`src/design/timer_wave_pkg.sv`:
```
// constants for the timer waveform and compare-output control block
package timer_wave_pkg;
  // register byte addresses
  localparam logic [7:0] ADDR_CTRL_A = 8'hb0;
  localparam logic [7:0] ADDR_CTRL_B = 8'hb1;
  localparam logic [7:0] ADDR_CMP_A  = 8'hb3;
  localparam logic [7:0] ADDR_CMP_B  = 8'hb4;
  localparam logic [7:0] ADDR_STATUS = 8'hb5;
  localparam logic [7:0] ADDR_CLEAR  = 8'hb6;
  localparam logic [7:0] ADDR_ENABLE = 8'hb7;
  // field layout
  localparam int         ACT_B_LSB    = 4;
  localparam int         MODE_HI_BIT  = 3;
  localparam logic [7:0] CTRL_A_WMASK = 8'hf3;
  localparam logic [7:0] RST_BYTE     = 8'h00;
  localparam logic [2:0] ST_MASK      = 3'h7;
  localparam int         ST_OVF       = 0;
  localparam int         ST_MATCH_A   = 1;
  // counter landmarks
  localparam logic [7:0] VAL_MAX      = 8'hff;
  localparam logic [7:0] VAL_BOTTOM   = 8'h00;
  // output action codes
  localparam logic [1:0] ACT_OFF      = 2'h0;
  localparam logic [1:0] ACT_TOGGLE   = 2'h1;
  localparam logic [1:0] ACT_CLEAR    = 2'h2;
  localparam logic [1:0] ACT_SET      = 2'h3;
  // waveform mode codes
  localparam logic [2:0] MODE_NORMAL   = 3'h0;
  localparam logic [2:0] MODE_PC_MAX   = 3'h1;
  localparam logic [2:0] MODE_CTC      = 3'h2;
  localparam logic [2:0] MODE_FAST_MAX = 3'h3;
  localparam logic [2:0] MODE_PC_CMP   = 3'h5;
  localparam logic [2:0] MODE_FAST_CMP = 3'h7;
  typedef enum logic [1:0] {WAVE_NONPWM, WAVE_FAST, WAVE_PHASE, WAVE_RESERVED} wave_kind_t;
endpackage

```
`src/design/timer_waveform_output_control.sv`:
```
// waveform mode selection and compare output control for an 8-bit timer
`timescale 1ns/1ps
module timer_waveform_output_control (
  input  wire logic       clk_sys,
  input  wire logic       resetn,
  input  wire logic [7:0] addr,
  input  wire logic [7:0] wdata,
  input  wire logic       wr_stb,
  input  wire logic       rd_stb,
  output logic      [7:0] rdata,
  input  wire logic [7:0] cnt_value,
  input  wire logic       cnt_step,
  input  wire logic       cnt_down,
  output logic      [7:0] top_value,
  output logic            compare_out_a,
  output logic            compare_out_b,
  output logic            out_a_override,
  output logic            out_b_override,
  output logic            irq
);
  logic [7:0]      timer_wave_output_control_reg, ctrl_next;
  logic            wave_mode_high_bit_reg, mode_hi_next;
  logic [1:0][7:0] cmp_buf_reg, cmp_buf_next;
  logic [1:0][7:0] cmp_act_reg, cmp_act_next;
  logic [2:0]      status_reg, status_next;
  logic [2:0]      enable_reg, enable_next;
  logic [7:0]      rdata_reg, rdata_next;
  logic [7:0]      top_reg, top_next;
  logic            irq_reg, irq_next;
  logic [1:0]      ovr_reg, ovr_next;
  logic [2:0]      wave_mode;
  logic [7:0]      top_cur;
  logic            at_top, at_bottom, overflow_ev;
  logic [1:0]      match, hit_top;
  logic [1:0][1:0] action;
  logic [1:0]      out_reg, out_next;
  timer_wave_pkg::wave_kind_t kind;

  // ****************************************
  // mode decode
  // ****************************************
  assign wave_mode = {wave_mode_high_bit_reg, timer_wave_output_control_reg[1:0]};

  always_comb begin
    case (wave_mode)
      timer_wave_pkg::MODE_NORMAL,
      timer_wave_pkg::MODE_CTC:      kind = timer_wave_pkg::WAVE_NONPWM;
      timer_wave_pkg::MODE_FAST_MAX,
      timer_wave_pkg::MODE_FAST_CMP: kind = timer_wave_pkg::WAVE_FAST;
      timer_wave_pkg::MODE_PC_MAX,
      timer_wave_pkg::MODE_PC_CMP:   kind = timer_wave_pkg::WAVE_PHASE;
      default:                       kind = timer_wave_pkg::WAVE_RESERVED;
    endcase
  end

  always_comb begin
    case (wave_mode)
      timer_wave_pkg::MODE_CTC,
      timer_wave_pkg::MODE_PC_CMP,
      timer_wave_pkg::MODE_FAST_CMP: top_cur = cmp_act_reg[0];
      default:                       top_cur = timer_wave_pkg::VAL_MAX;
    endcase
  end

  assign at_top    = cnt_step && (cnt_value == top_cur);
  assign at_bottom = cnt_step && (cnt_value == timer_wave_pkg::VAL_BOTTOM);

  always_comb begin
    case (wave_mode)
      timer_wave_pkg::MODE_NORMAL,
      timer_wave_pkg::MODE_CTC,
      timer_wave_pkg::MODE_FAST_MAX: overflow_ev = cnt_step &&
                                       (cnt_value == timer_wave_pkg::VAL_MAX);
      timer_wave_pkg::MODE_FAST_CMP: overflow_ev = at_top;
      timer_wave_pkg::MODE_PC_MAX,
      timer_wave_pkg::MODE_PC_CMP:   overflow_ev = at_bottom;
      default:                       overflow_ev = 1'b0;
    endcase
  end

  // ****************************************
  // register file and flags
  // ****************************************
  always_comb begin
    ctrl_next    = timer_wave_output_control_reg;
    mode_hi_next = wave_mode_high_bit_reg;
    cmp_buf_next = cmp_buf_reg;
    cmp_act_next = cmp_act_reg;
    enable_next  = enable_reg;
    status_next  = status_reg;
    rdata_next   = timer_wave_pkg::RST_BYTE;
    if (wr_stb) begin
      case (addr)
        timer_wave_pkg::ADDR_CTRL_A: ctrl_next = wdata & timer_wave_pkg::CTRL_A_WMASK;
        timer_wave_pkg::ADDR_CTRL_B: mode_hi_next = wdata[timer_wave_pkg::MODE_HI_BIT];
        timer_wave_pkg::ADDR_CMP_A:  cmp_buf_next[0] = wdata;
        timer_wave_pkg::ADDR_CMP_B:  cmp_buf_next[1] = wdata;
        timer_wave_pkg::ADDR_CLEAR:  status_next = status_reg & ~wdata[2:0];
        timer_wave_pkg::ADDR_ENABLE: enable_next = wdata[2:0] & timer_wave_pkg::ST_MASK;
        default: ;
      endcase
    end
    // set wins over a clear in the same cycle
    status_next = status_next | {match[1], match[0], overflow_ev};
    case (kind)
      timer_wave_pkg::WAVE_PHASE: if (at_top) cmp_act_next = cmp_buf_reg;
      timer_wave_pkg::WAVE_FAST:  if (at_bottom) cmp_act_next = cmp_buf_reg;
      default:                    cmp_act_next = cmp_buf_reg;
    endcase
    if (rd_stb) begin
      case (addr)
        timer_wave_pkg::ADDR_CTRL_A: rdata_next = timer_wave_output_control_reg;
        timer_wave_pkg::ADDR_CTRL_B: begin
          rdata_next = timer_wave_pkg::RST_BYTE;
          rdata_next[timer_wave_pkg::MODE_HI_BIT] = wave_mode_high_bit_reg;
        end
        timer_wave_pkg::ADDR_CMP_A:  rdata_next = cmp_buf_reg[0];
        timer_wave_pkg::ADDR_CMP_B:  rdata_next = cmp_buf_reg[1];
        timer_wave_pkg::ADDR_STATUS: rdata_next = {5'h00, status_reg};
        timer_wave_pkg::ADDR_ENABLE: rdata_next = {5'h00, enable_reg};
        default:                     rdata_next = timer_wave_pkg::RST_BYTE;
      endcase
    end
    top_next = top_cur;
    irq_next = |(status_reg & enable_reg);
    ovr_next = {|ctrl_next[timer_wave_pkg::ACT_B_LSB +: 2],
                |ctrl_next[timer_wave_pkg::ACT_B_LSB + 2 +: 2]};
  end

  always_ff @(posedge clk_sys or negedge resetn) begin
    if (!resetn) begin
      timer_wave_output_control_reg <= timer_wave_pkg::RST_BYTE;
      wave_mode_high_bit_reg        <= 1'b0;
      cmp_buf_reg                   <= '0;
      cmp_act_reg                   <= '0;
      status_reg                    <= '0;
      enable_reg                    <= '0;
      rdata_reg                     <= timer_wave_pkg::RST_BYTE;
      top_reg                       <= timer_wave_pkg::VAL_MAX;
      irq_reg                       <= 1'b0;
      ovr_reg                       <= '0;
    end else begin
      timer_wave_output_control_reg <= ctrl_next;
      wave_mode_high_bit_reg        <= mode_hi_next;
      cmp_buf_reg                   <= cmp_buf_next;
      cmp_act_reg                   <= cmp_act_next;
      status_reg                    <= status_next;
      enable_reg                    <= enable_next;
      rdata_reg                     <= rdata_next;
      top_reg                       <= top_next;
      irq_reg                       <= irq_next;
      ovr_reg                       <= ovr_next;
    end
  end

  // ****************************************
  // compare output channels
  // ****************************************
  for (genvar ch = 0; ch < 2; ch++) begin : g_chan
    assign action[ch]  = timer_wave_output_control_reg[timer_wave_pkg::ACT_B_LSB + 2*(1-ch) +: 2];
    assign match[ch]   = cnt_step && (cnt_value == cmp_act_reg[ch]);
    assign hit_top[ch] = action[ch][1] && (cmp_act_reg[ch] == top_cur);

    always_comb begin
      out_next[ch] = out_reg[ch];
      case (kind)
        timer_wave_pkg::WAVE_NONPWM: begin
          if (match[ch]) begin
            case (action[ch])
              timer_wave_pkg::ACT_TOGGLE: out_next[ch] = ~out_reg[ch];
              timer_wave_pkg::ACT_CLEAR:  out_next[ch] = 1'b0;
              timer_wave_pkg::ACT_SET:    out_next[ch] = 1'b1;
              default:                    out_next[ch] = out_reg[ch];
            endcase
          end
        end
        timer_wave_pkg::WAVE_FAST: begin
          if (action[ch] == timer_wave_pkg::ACT_TOGGLE) begin
            if (ch == 0 && wave_mode_high_bit_reg && match[ch])
              out_next[ch] = ~out_reg[ch];
          end else if (action[ch][1]) begin
            if (at_bottom)
              out_next[ch] = ~action[ch][0];
            if (hit_top[ch] ? at_top : match[ch])
              out_next[ch] = action[ch][0];
          end
        end
        timer_wave_pkg::WAVE_PHASE: begin
          if (action[ch] == timer_wave_pkg::ACT_TOGGLE) begin
            if (ch == 0 && wave_mode_high_bit_reg && match[ch])
              out_next[ch] = ~out_reg[ch];
          end else if (action[ch][1]) begin
            if (hit_top[ch] ? at_top : match[ch])
              out_next[ch] = (hit_top[ch] || !cnt_down) ? action[ch][0]
                                                          : ~action[ch][0];
          end
        end
        default: out_next[ch] = out_reg[ch];
      endcase
    end

    always_ff @(posedge clk_sys or negedge resetn) begin
      if (!resetn) begin
        out_reg[ch] <= 1'b0;
      end else begin
        out_reg[ch] <= out_next[ch];
      end
    end
  end

  assign compare_out_a  = out_reg[0];
  assign compare_out_b  = out_reg[1];
  assign out_a_override = ovr_reg[0];
  assign out_b_override = ovr_reg[1];
  assign rdata          = rdata_reg;
  assign top_value      = top_reg;
  assign irq            = irq_reg;

  // ****************************************
  // assertions
  // ****************************************
  property p_override_a;
    @(posedge clk_sys) disable iff (!resetn)
    (wr_stb && addr == timer_wave_pkg::ADDR_CTRL_A) |=> (out_a_override == |$past(wdata[7:6]));
  endproperty
  a_override_a: assert property (p_override_a) else $error("override a wrong");

  property p_override_b;
    @(posedge clk_sys) disable iff (!resetn)
    (wr_stb && addr == timer_wave_pkg::ADDR_CTRL_A) |=> (out_b_override == |$past(wdata[5:4]));
  endproperty
  a_override_b: assert property (p_override_b) else $error("override b wrong");

  property p_nonpwm_toggle_a;
    @(posedge clk_sys) disable iff (!resetn)
    (kind == timer_wave_pkg::WAVE_NONPWM && action[0] == timer_wave_pkg::ACT_TOGGLE && match[0])
      |=> (compare_out_a != $past(compare_out_a));
  endproperty
  a_nonpwm_toggle_a: assert property (p_nonpwm_toggle_a) else $error("a did not toggle");

  property p_nonpwm_clear_b;
    @(posedge clk_sys) disable iff (!resetn)
    (kind == timer_wave_pkg::WAVE_NONPWM && action[1] == timer_wave_pkg::ACT_CLEAR && match[1])
      |=> !compare_out_b;
  endproperty
  a_nonpwm_clear_b: assert property (p_nonpwm_clear_b) else $error("b not cleared");

  property p_pwm_off_a;
    @(posedge clk_sys) disable iff (!resetn)
    ((kind == timer_wave_pkg::WAVE_FAST || kind == timer_wave_pkg::WAVE_PHASE) &&
     action[0] == timer_wave_pkg::ACT_TOGGLE && !wave_mode_high_bit_reg) |=> $stable(compare_out_a);
  endproperty
  a_pwm_off_a: assert property (p_pwm_off_a) else $error("a moved while off");

  property p_fast_bottom_a;
    @(posedge clk_sys) disable iff (!resetn)
    (kind == timer_wave_pkg::WAVE_FAST && action[0] == timer_wave_pkg::ACT_CLEAR && at_bottom &&
     !match[0]) |=> compare_out_a;
  endproperty
  a_fast_bottom_a: assert property (p_fast_bottom_a) else $error("a not set at bottom");

  property p_phase_down_a;
    @(posedge clk_sys) disable iff (!resetn)
    (kind == timer_wave_pkg::WAVE_PHASE && action[0] == timer_wave_pkg::ACT_CLEAR && match[0] &&
     cnt_down && !hit_top[0]) |=> compare_out_a;
  endproperty
  a_phase_down_a: assert property (p_phase_down_a) else $error("a not set down");

  property p_fast_reserved_b;
    @(posedge clk_sys) disable iff (!resetn)
    (kind == timer_wave_pkg::WAVE_FAST && action[1] == timer_wave_pkg::ACT_TOGGLE)
      |=> $stable(compare_out_b);
  endproperty
  a_fast_reserved_b: assert property (p_fast_reserved_b) else $error("b moved reserved");

  property p_phase_up_b;
    @(posedge clk_sys) disable iff (!resetn)
    (kind == timer_wave_pkg::WAVE_PHASE && action[1] == timer_wave_pkg::ACT_SET && match[1] &&
     !cnt_down && !hit_top[1]) |=> compare_out_b;
  endproperty
  a_phase_up_b: assert property (p_phase_up_b) else $error("b not set up");

  property p_top_special_a;
    @(posedge clk_sys) disable iff (!resetn)
    (kind == timer_wave_pkg::WAVE_FAST && action[0] == timer_wave_pkg::ACT_SET && hit_top[0] &&
     at_top && !at_bottom) |=> compare_out_a;
  endproperty
  a_top_special_a: assert property (p_top_special_a) else $error("a not set at top");

  property p_reserved_read;
    @(posedge clk_sys) disable iff (!resetn)
    (rd_stb && addr == timer_wave_pkg::ADDR_CTRL_A) |=> (rdata[3:2] == 2'h0);
  endproperty
  a_reserved_read: assert property (p_reserved_read) else $error("reserved bits set");

  property p_immediate_update;
    @(posedge clk_sys) disable iff (!resetn)
    (kind == timer_wave_pkg::WAVE_NONPWM && wr_stb && addr == timer_wave_pkg::ADDR_CMP_A) ##1
    (kind == timer_wave_pkg::WAVE_NONPWM) |=> (cmp_act_reg[0] == $past(wdata, 2));
  endproperty
  a_immediate_update: assert property (p_immediate_update) else $error("no update");

  property p_phase_hold;
    @(posedge clk_sys) disable iff (!resetn)
    (kind == timer_wave_pkg::WAVE_PHASE && !at_top) |=> (cmp_act_reg == $past(cmp_act_reg));
  endproperty
  a_phase_hold: assert property (p_phase_hold) else $error("compare changed off top");

  property p_ovf_bottom;
    @(posedge clk_sys) disable iff (!resetn)
    (kind == timer_wave_pkg::WAVE_PHASE && at_bottom) |=> status_reg[timer_wave_pkg::ST_OVF];
  endproperty
  a_ovf_bottom: assert property (p_ovf_bottom) else $error("no overflow flag");
endmodule

```
`config.mk`:
```
export PLATFORM = sky130hd
export DESIGN_NAME = timer_waveform_output_control
export DESIGN_NICKNAME = d
export VERILOG_FILES = /design/src/design/timer_wave_pkg.sv /design/src/design/timer_waveform_output_control.sv
export SDC_FILE = /design/constraint.sdc
export NUM_CORES = 1
export LEC_CHECK = 0
export ABC_CLOCK_PERIOD_IN_PS = 2800
export BUFFER_PORTS_ARGS = -buffer_cell sky130_fd_sc_hd__buf_2
export CORE_UTILIZATION = 50
export CTS_CLUSTER_SIZE = 12
export DETAILED_ROUTE_END_ITERATION = 10
export HOLD_SLACK_MARGIN = 0.03
export PLACE_DENSITY = 0.71
export SLEW_MARGIN = 15
export SYNTH_ARGS = -nofsm -noshare
export SYNTH_HDL_FRONTEND = slang
export SYNTH_SLANG_ARGS = --single-unit
```
`constraint.sdc`:
```
create_clock -name clk_sys -period 2.8 [get_ports clk_sys]
set_input_delay 0 -clock clk_sys [delete_from_list [all_inputs] [get_ports clk_sys]]
set_output_delay 0 -clock clk_sys [all_outputs]
set_load 0.02 [all_outputs]
```
==> flow_metrics.py <==
metrics = {
    "grt": {
        "gr-usage-met1_pct": 35.3,
        "use_met2_pct": 38.5,
        "met3_usage_pct": 6.16,
        "track_usage_pct": 25.2,
        "grt_pass1_wl_mm": 14.1,
        "grt_max_degree": 67,
        "grt_busiest_layer": "met2",
        "antenna_found_initial": 0,
        "first_global_vias": 2686,
        "gr-total-overflow": 0,
    },
    "cts": {
        "h-tree-depth": 3,
        "clk_pin_slew_worst_paths_ns": 0.08,
        "cts_root_buf": "clkbuf_8",
        "cts_tree": "yes",
        "cts_sinks": 66,
        "clockBufferDepth": 2,
        "numCtsBuffers": 9,
        "post_cts_buffers": 0,
        "clk_latency_ns": 0.34,
    },
    "critical_path": {
        "arrival_ns": 2.74,
        "crit_type": "register to register",
        "cp-start-kind": "register",
        "critPathCaptureType": "register",
        "crit_required_ns": 3.02,
        "critPathLaunch": "timer_wave_output_control_reg[0]",
        "crit_fanout": 16,
        "r2r_start": "timer_wave_output_control_reg[0]",
    },
    "place": {
        "preCtsSetupSlack_ns": 0.127,
        "gp_congestion": 0.933,
        "dp_hpwl_mm": 6.56,
        "place_inst": 485,
        "dpl-instance-area_sq_um": 3980,
        "io_buffers": 50,
    },
    "timing": {
        "finalSetupViolations": 0,
        "setup-tns-final_ns": 0,
        "fmax_mhz": 397,
        "tightest_slew_ns": 0.815,
        "finalMaxSlewViolations": 0,
        "fin_ws_ns": 0.284,
        "hold_violations": 0,
        "grt_setup_unrepaired": "false",
        "period_minus_slack_ns": 2.52,
        "slew_headroom_pct": 45.6,
        "post-route-period-util_pct": 89.9,
        "skew_ns": 0.00991,
    },
    "logic_synthesis": {
        "synth_common_cells": "dfrtp_1 (58), nand2_1 (34), mux2_1 (30)",
        "synthSimpleGateAreaFrac_pct": 15.5,
        "synth_fa_ha_area_share_pct": 1.37,
        "synth_warnings": 0,
        "synth_top_area_share_pct": 39.7,
        "synthMuxAreaShare_pct": 14.8,
        "synth_area_sq_um": 3660,
        "synth_edf_count": 0,
        "synth_top_family_by_area": "simple AND/OR/NAND/NOR gates",
        "synth-compound-area-share_pct": 13.4,
        "ys.flop_type": "dfrtp_1",
        "ys_ff_latch": 66,
        "syn_inst": 353,
        "async_reset_ff_share_pct": 100,
        "seq_area_frac_synth_pct": 45.4,
        "ys_types": 64,
        "synth.most_common_cell": "dfrtp_1",
        "syn_nets": 387,
        "synth_top_area_cell": "dfrtp_1",
        "post_synth_xor_area_fraction_pct": 5.03,
        "synth_area_leaders": "dfrtp_1 (40%), mux2_1 (9.2%), dfstp_2 (5.7%), mux2_4 (4.1%), nand2_1 (3.5%)",
        "synth_area_per_cell_sq_um": 10.4,
    },
    "finish": {
        "antenna_cells": 0,
        "final-seq-area_sq_um": 1660,
        "instances_no_fill": 511,
        "finalNetCount": 444,
        "final.fill_count": 582,
        "design_area_sq_um": 4320,
        "multi_input_area_sq_um": 1840,
        "syn_to_final_growth_pct": 18.1,
        "layout-drive-gt1-share_pct": 25.3,
    },
    "routing": {
        "drt_pre_antenna_iters": 4,
        "drt-initial-drc-count": 165,
        "routed_via_density": 5.72,
        "postRouteAntennaNets": 0,
        "vias": 2922,
        "wl_per_cell_um": 17.5,
        "drc_errors": 0,
        "wl_mm": 8.96,
    },
    "floorplanning": {
        "die_area_sq_um": 7660,
        "die_h_um": 87.5,
        "io_pins": 51,
        "row_count": 30,
        "fp.dieW_um": 87.5,
        "start_util_pct": 52.6,
        "core_area_sq_um": 6940,
    },
    "worst_hold_path": {
        "hp-class": "input port to register",
        "hp-start": "rd_stb",
    },
    "power_and_ir_drop": {
        "leakagePower_nw": 1.98,
        "finalPower_mw": 2.39,
        "ir_worst_vdd_mv": 0.313,
        "power.density_nw_per_um2": 553,
    },
    "status": {
        "outcome": "completed",
    },
    "run": {
        "cap_violations": 0,
    },
}
cell families (layout without fill, tap and decap cells):
| logic type | count (synthesis) | in the layout |
|---|---|---|
| DFF | 66 | 66 |
| muxes | 45 | 45 |
| xor gates and xnor gates | 21 | 21 |
| buffers and inverters | 37 | 99 |
| and+or+nand+nor | 112 | 112 |
| AOI/OAI and AO/OA | 68 | 68 |
| adders and majority gates | 4 | 4 |
layout by cell type, fill, tap and decap left out, drive strengths merged, types with 10 or more instances in the layout:
master,n
inv,16
dfrtp,58
o21ai,15
buf,58
nand2,34
nor2,25
mux2,42
a21oi,13
xor2,12
dlygate4sd3,10
critical path, stage by stage, from the launching register on:
cell       delay, ns
dfrtp_1         0.51
nor3b_2         0.35
nor2_1          0.12
a2111oi_0       0.39
a31o_1          0.18
nand3_1         0.18
o2bb2ai_4       0.31
mux2_1          0.38
layer usage:
layer	up-vias	routed length (um)
li1	1386	-
met1	1409	4100
met2	114	4180
met3	13	509
met4	0	158
met5	-	0
final cells by class:
class / instances / share of cell area, %
multi-input combinational: 250 / 42.7
sequential: 66 / 38.5
clock buffer: 9 / 2.87
tap: 96 / 2.78
clock inverter: 7 / 2.35
inverter: 15 / 1.30
timing repair buffer: 68 / 9.50
stage by stage:
step	util, %	hold slack [ns]
finish	62.2	0.0882
global route	62.2	0.0865
CTS	62.0	0.0721
detailed placement	57.3	0.236
global placement	57.3	0.232
floorplan	-	-0.296
report_power, final:
group / internal (mW) / switching [mW] / total, mW
logic: 0.176 / 0.211 / 0.388
clock network: 0.510 / 0.401 / 0.912
registers: 1.02 / 0.0726 / 1.09
total: 1.70 / 0.685 / 2.39
what timing repair did:
item / CTS / global route
hold buffers: 10 / 0
endpoints found under the setup margin: 0 / 16
resized for setup: 0 / 2
endpoints found under the hold margin: 88 / 0
path summary, 6_finish.rpt:
kind / to / slack, ns / cells after the start
worst max-delay path: cmp_act_reg[8] / 0.28 / 7
worst min-delay path: rdata[0] / 0.09 / 3
worst max register to register: cmp_act_reg[8] / 0.28 / 7
worst min register to register: status_reg[2] / 0.51 / 2
max in group asynchronous: status_reg[2] / 1.90 / 3
min in group asynchronous: compare_out_b / 0.35 / 3
(Power assumes the default switching activity.)
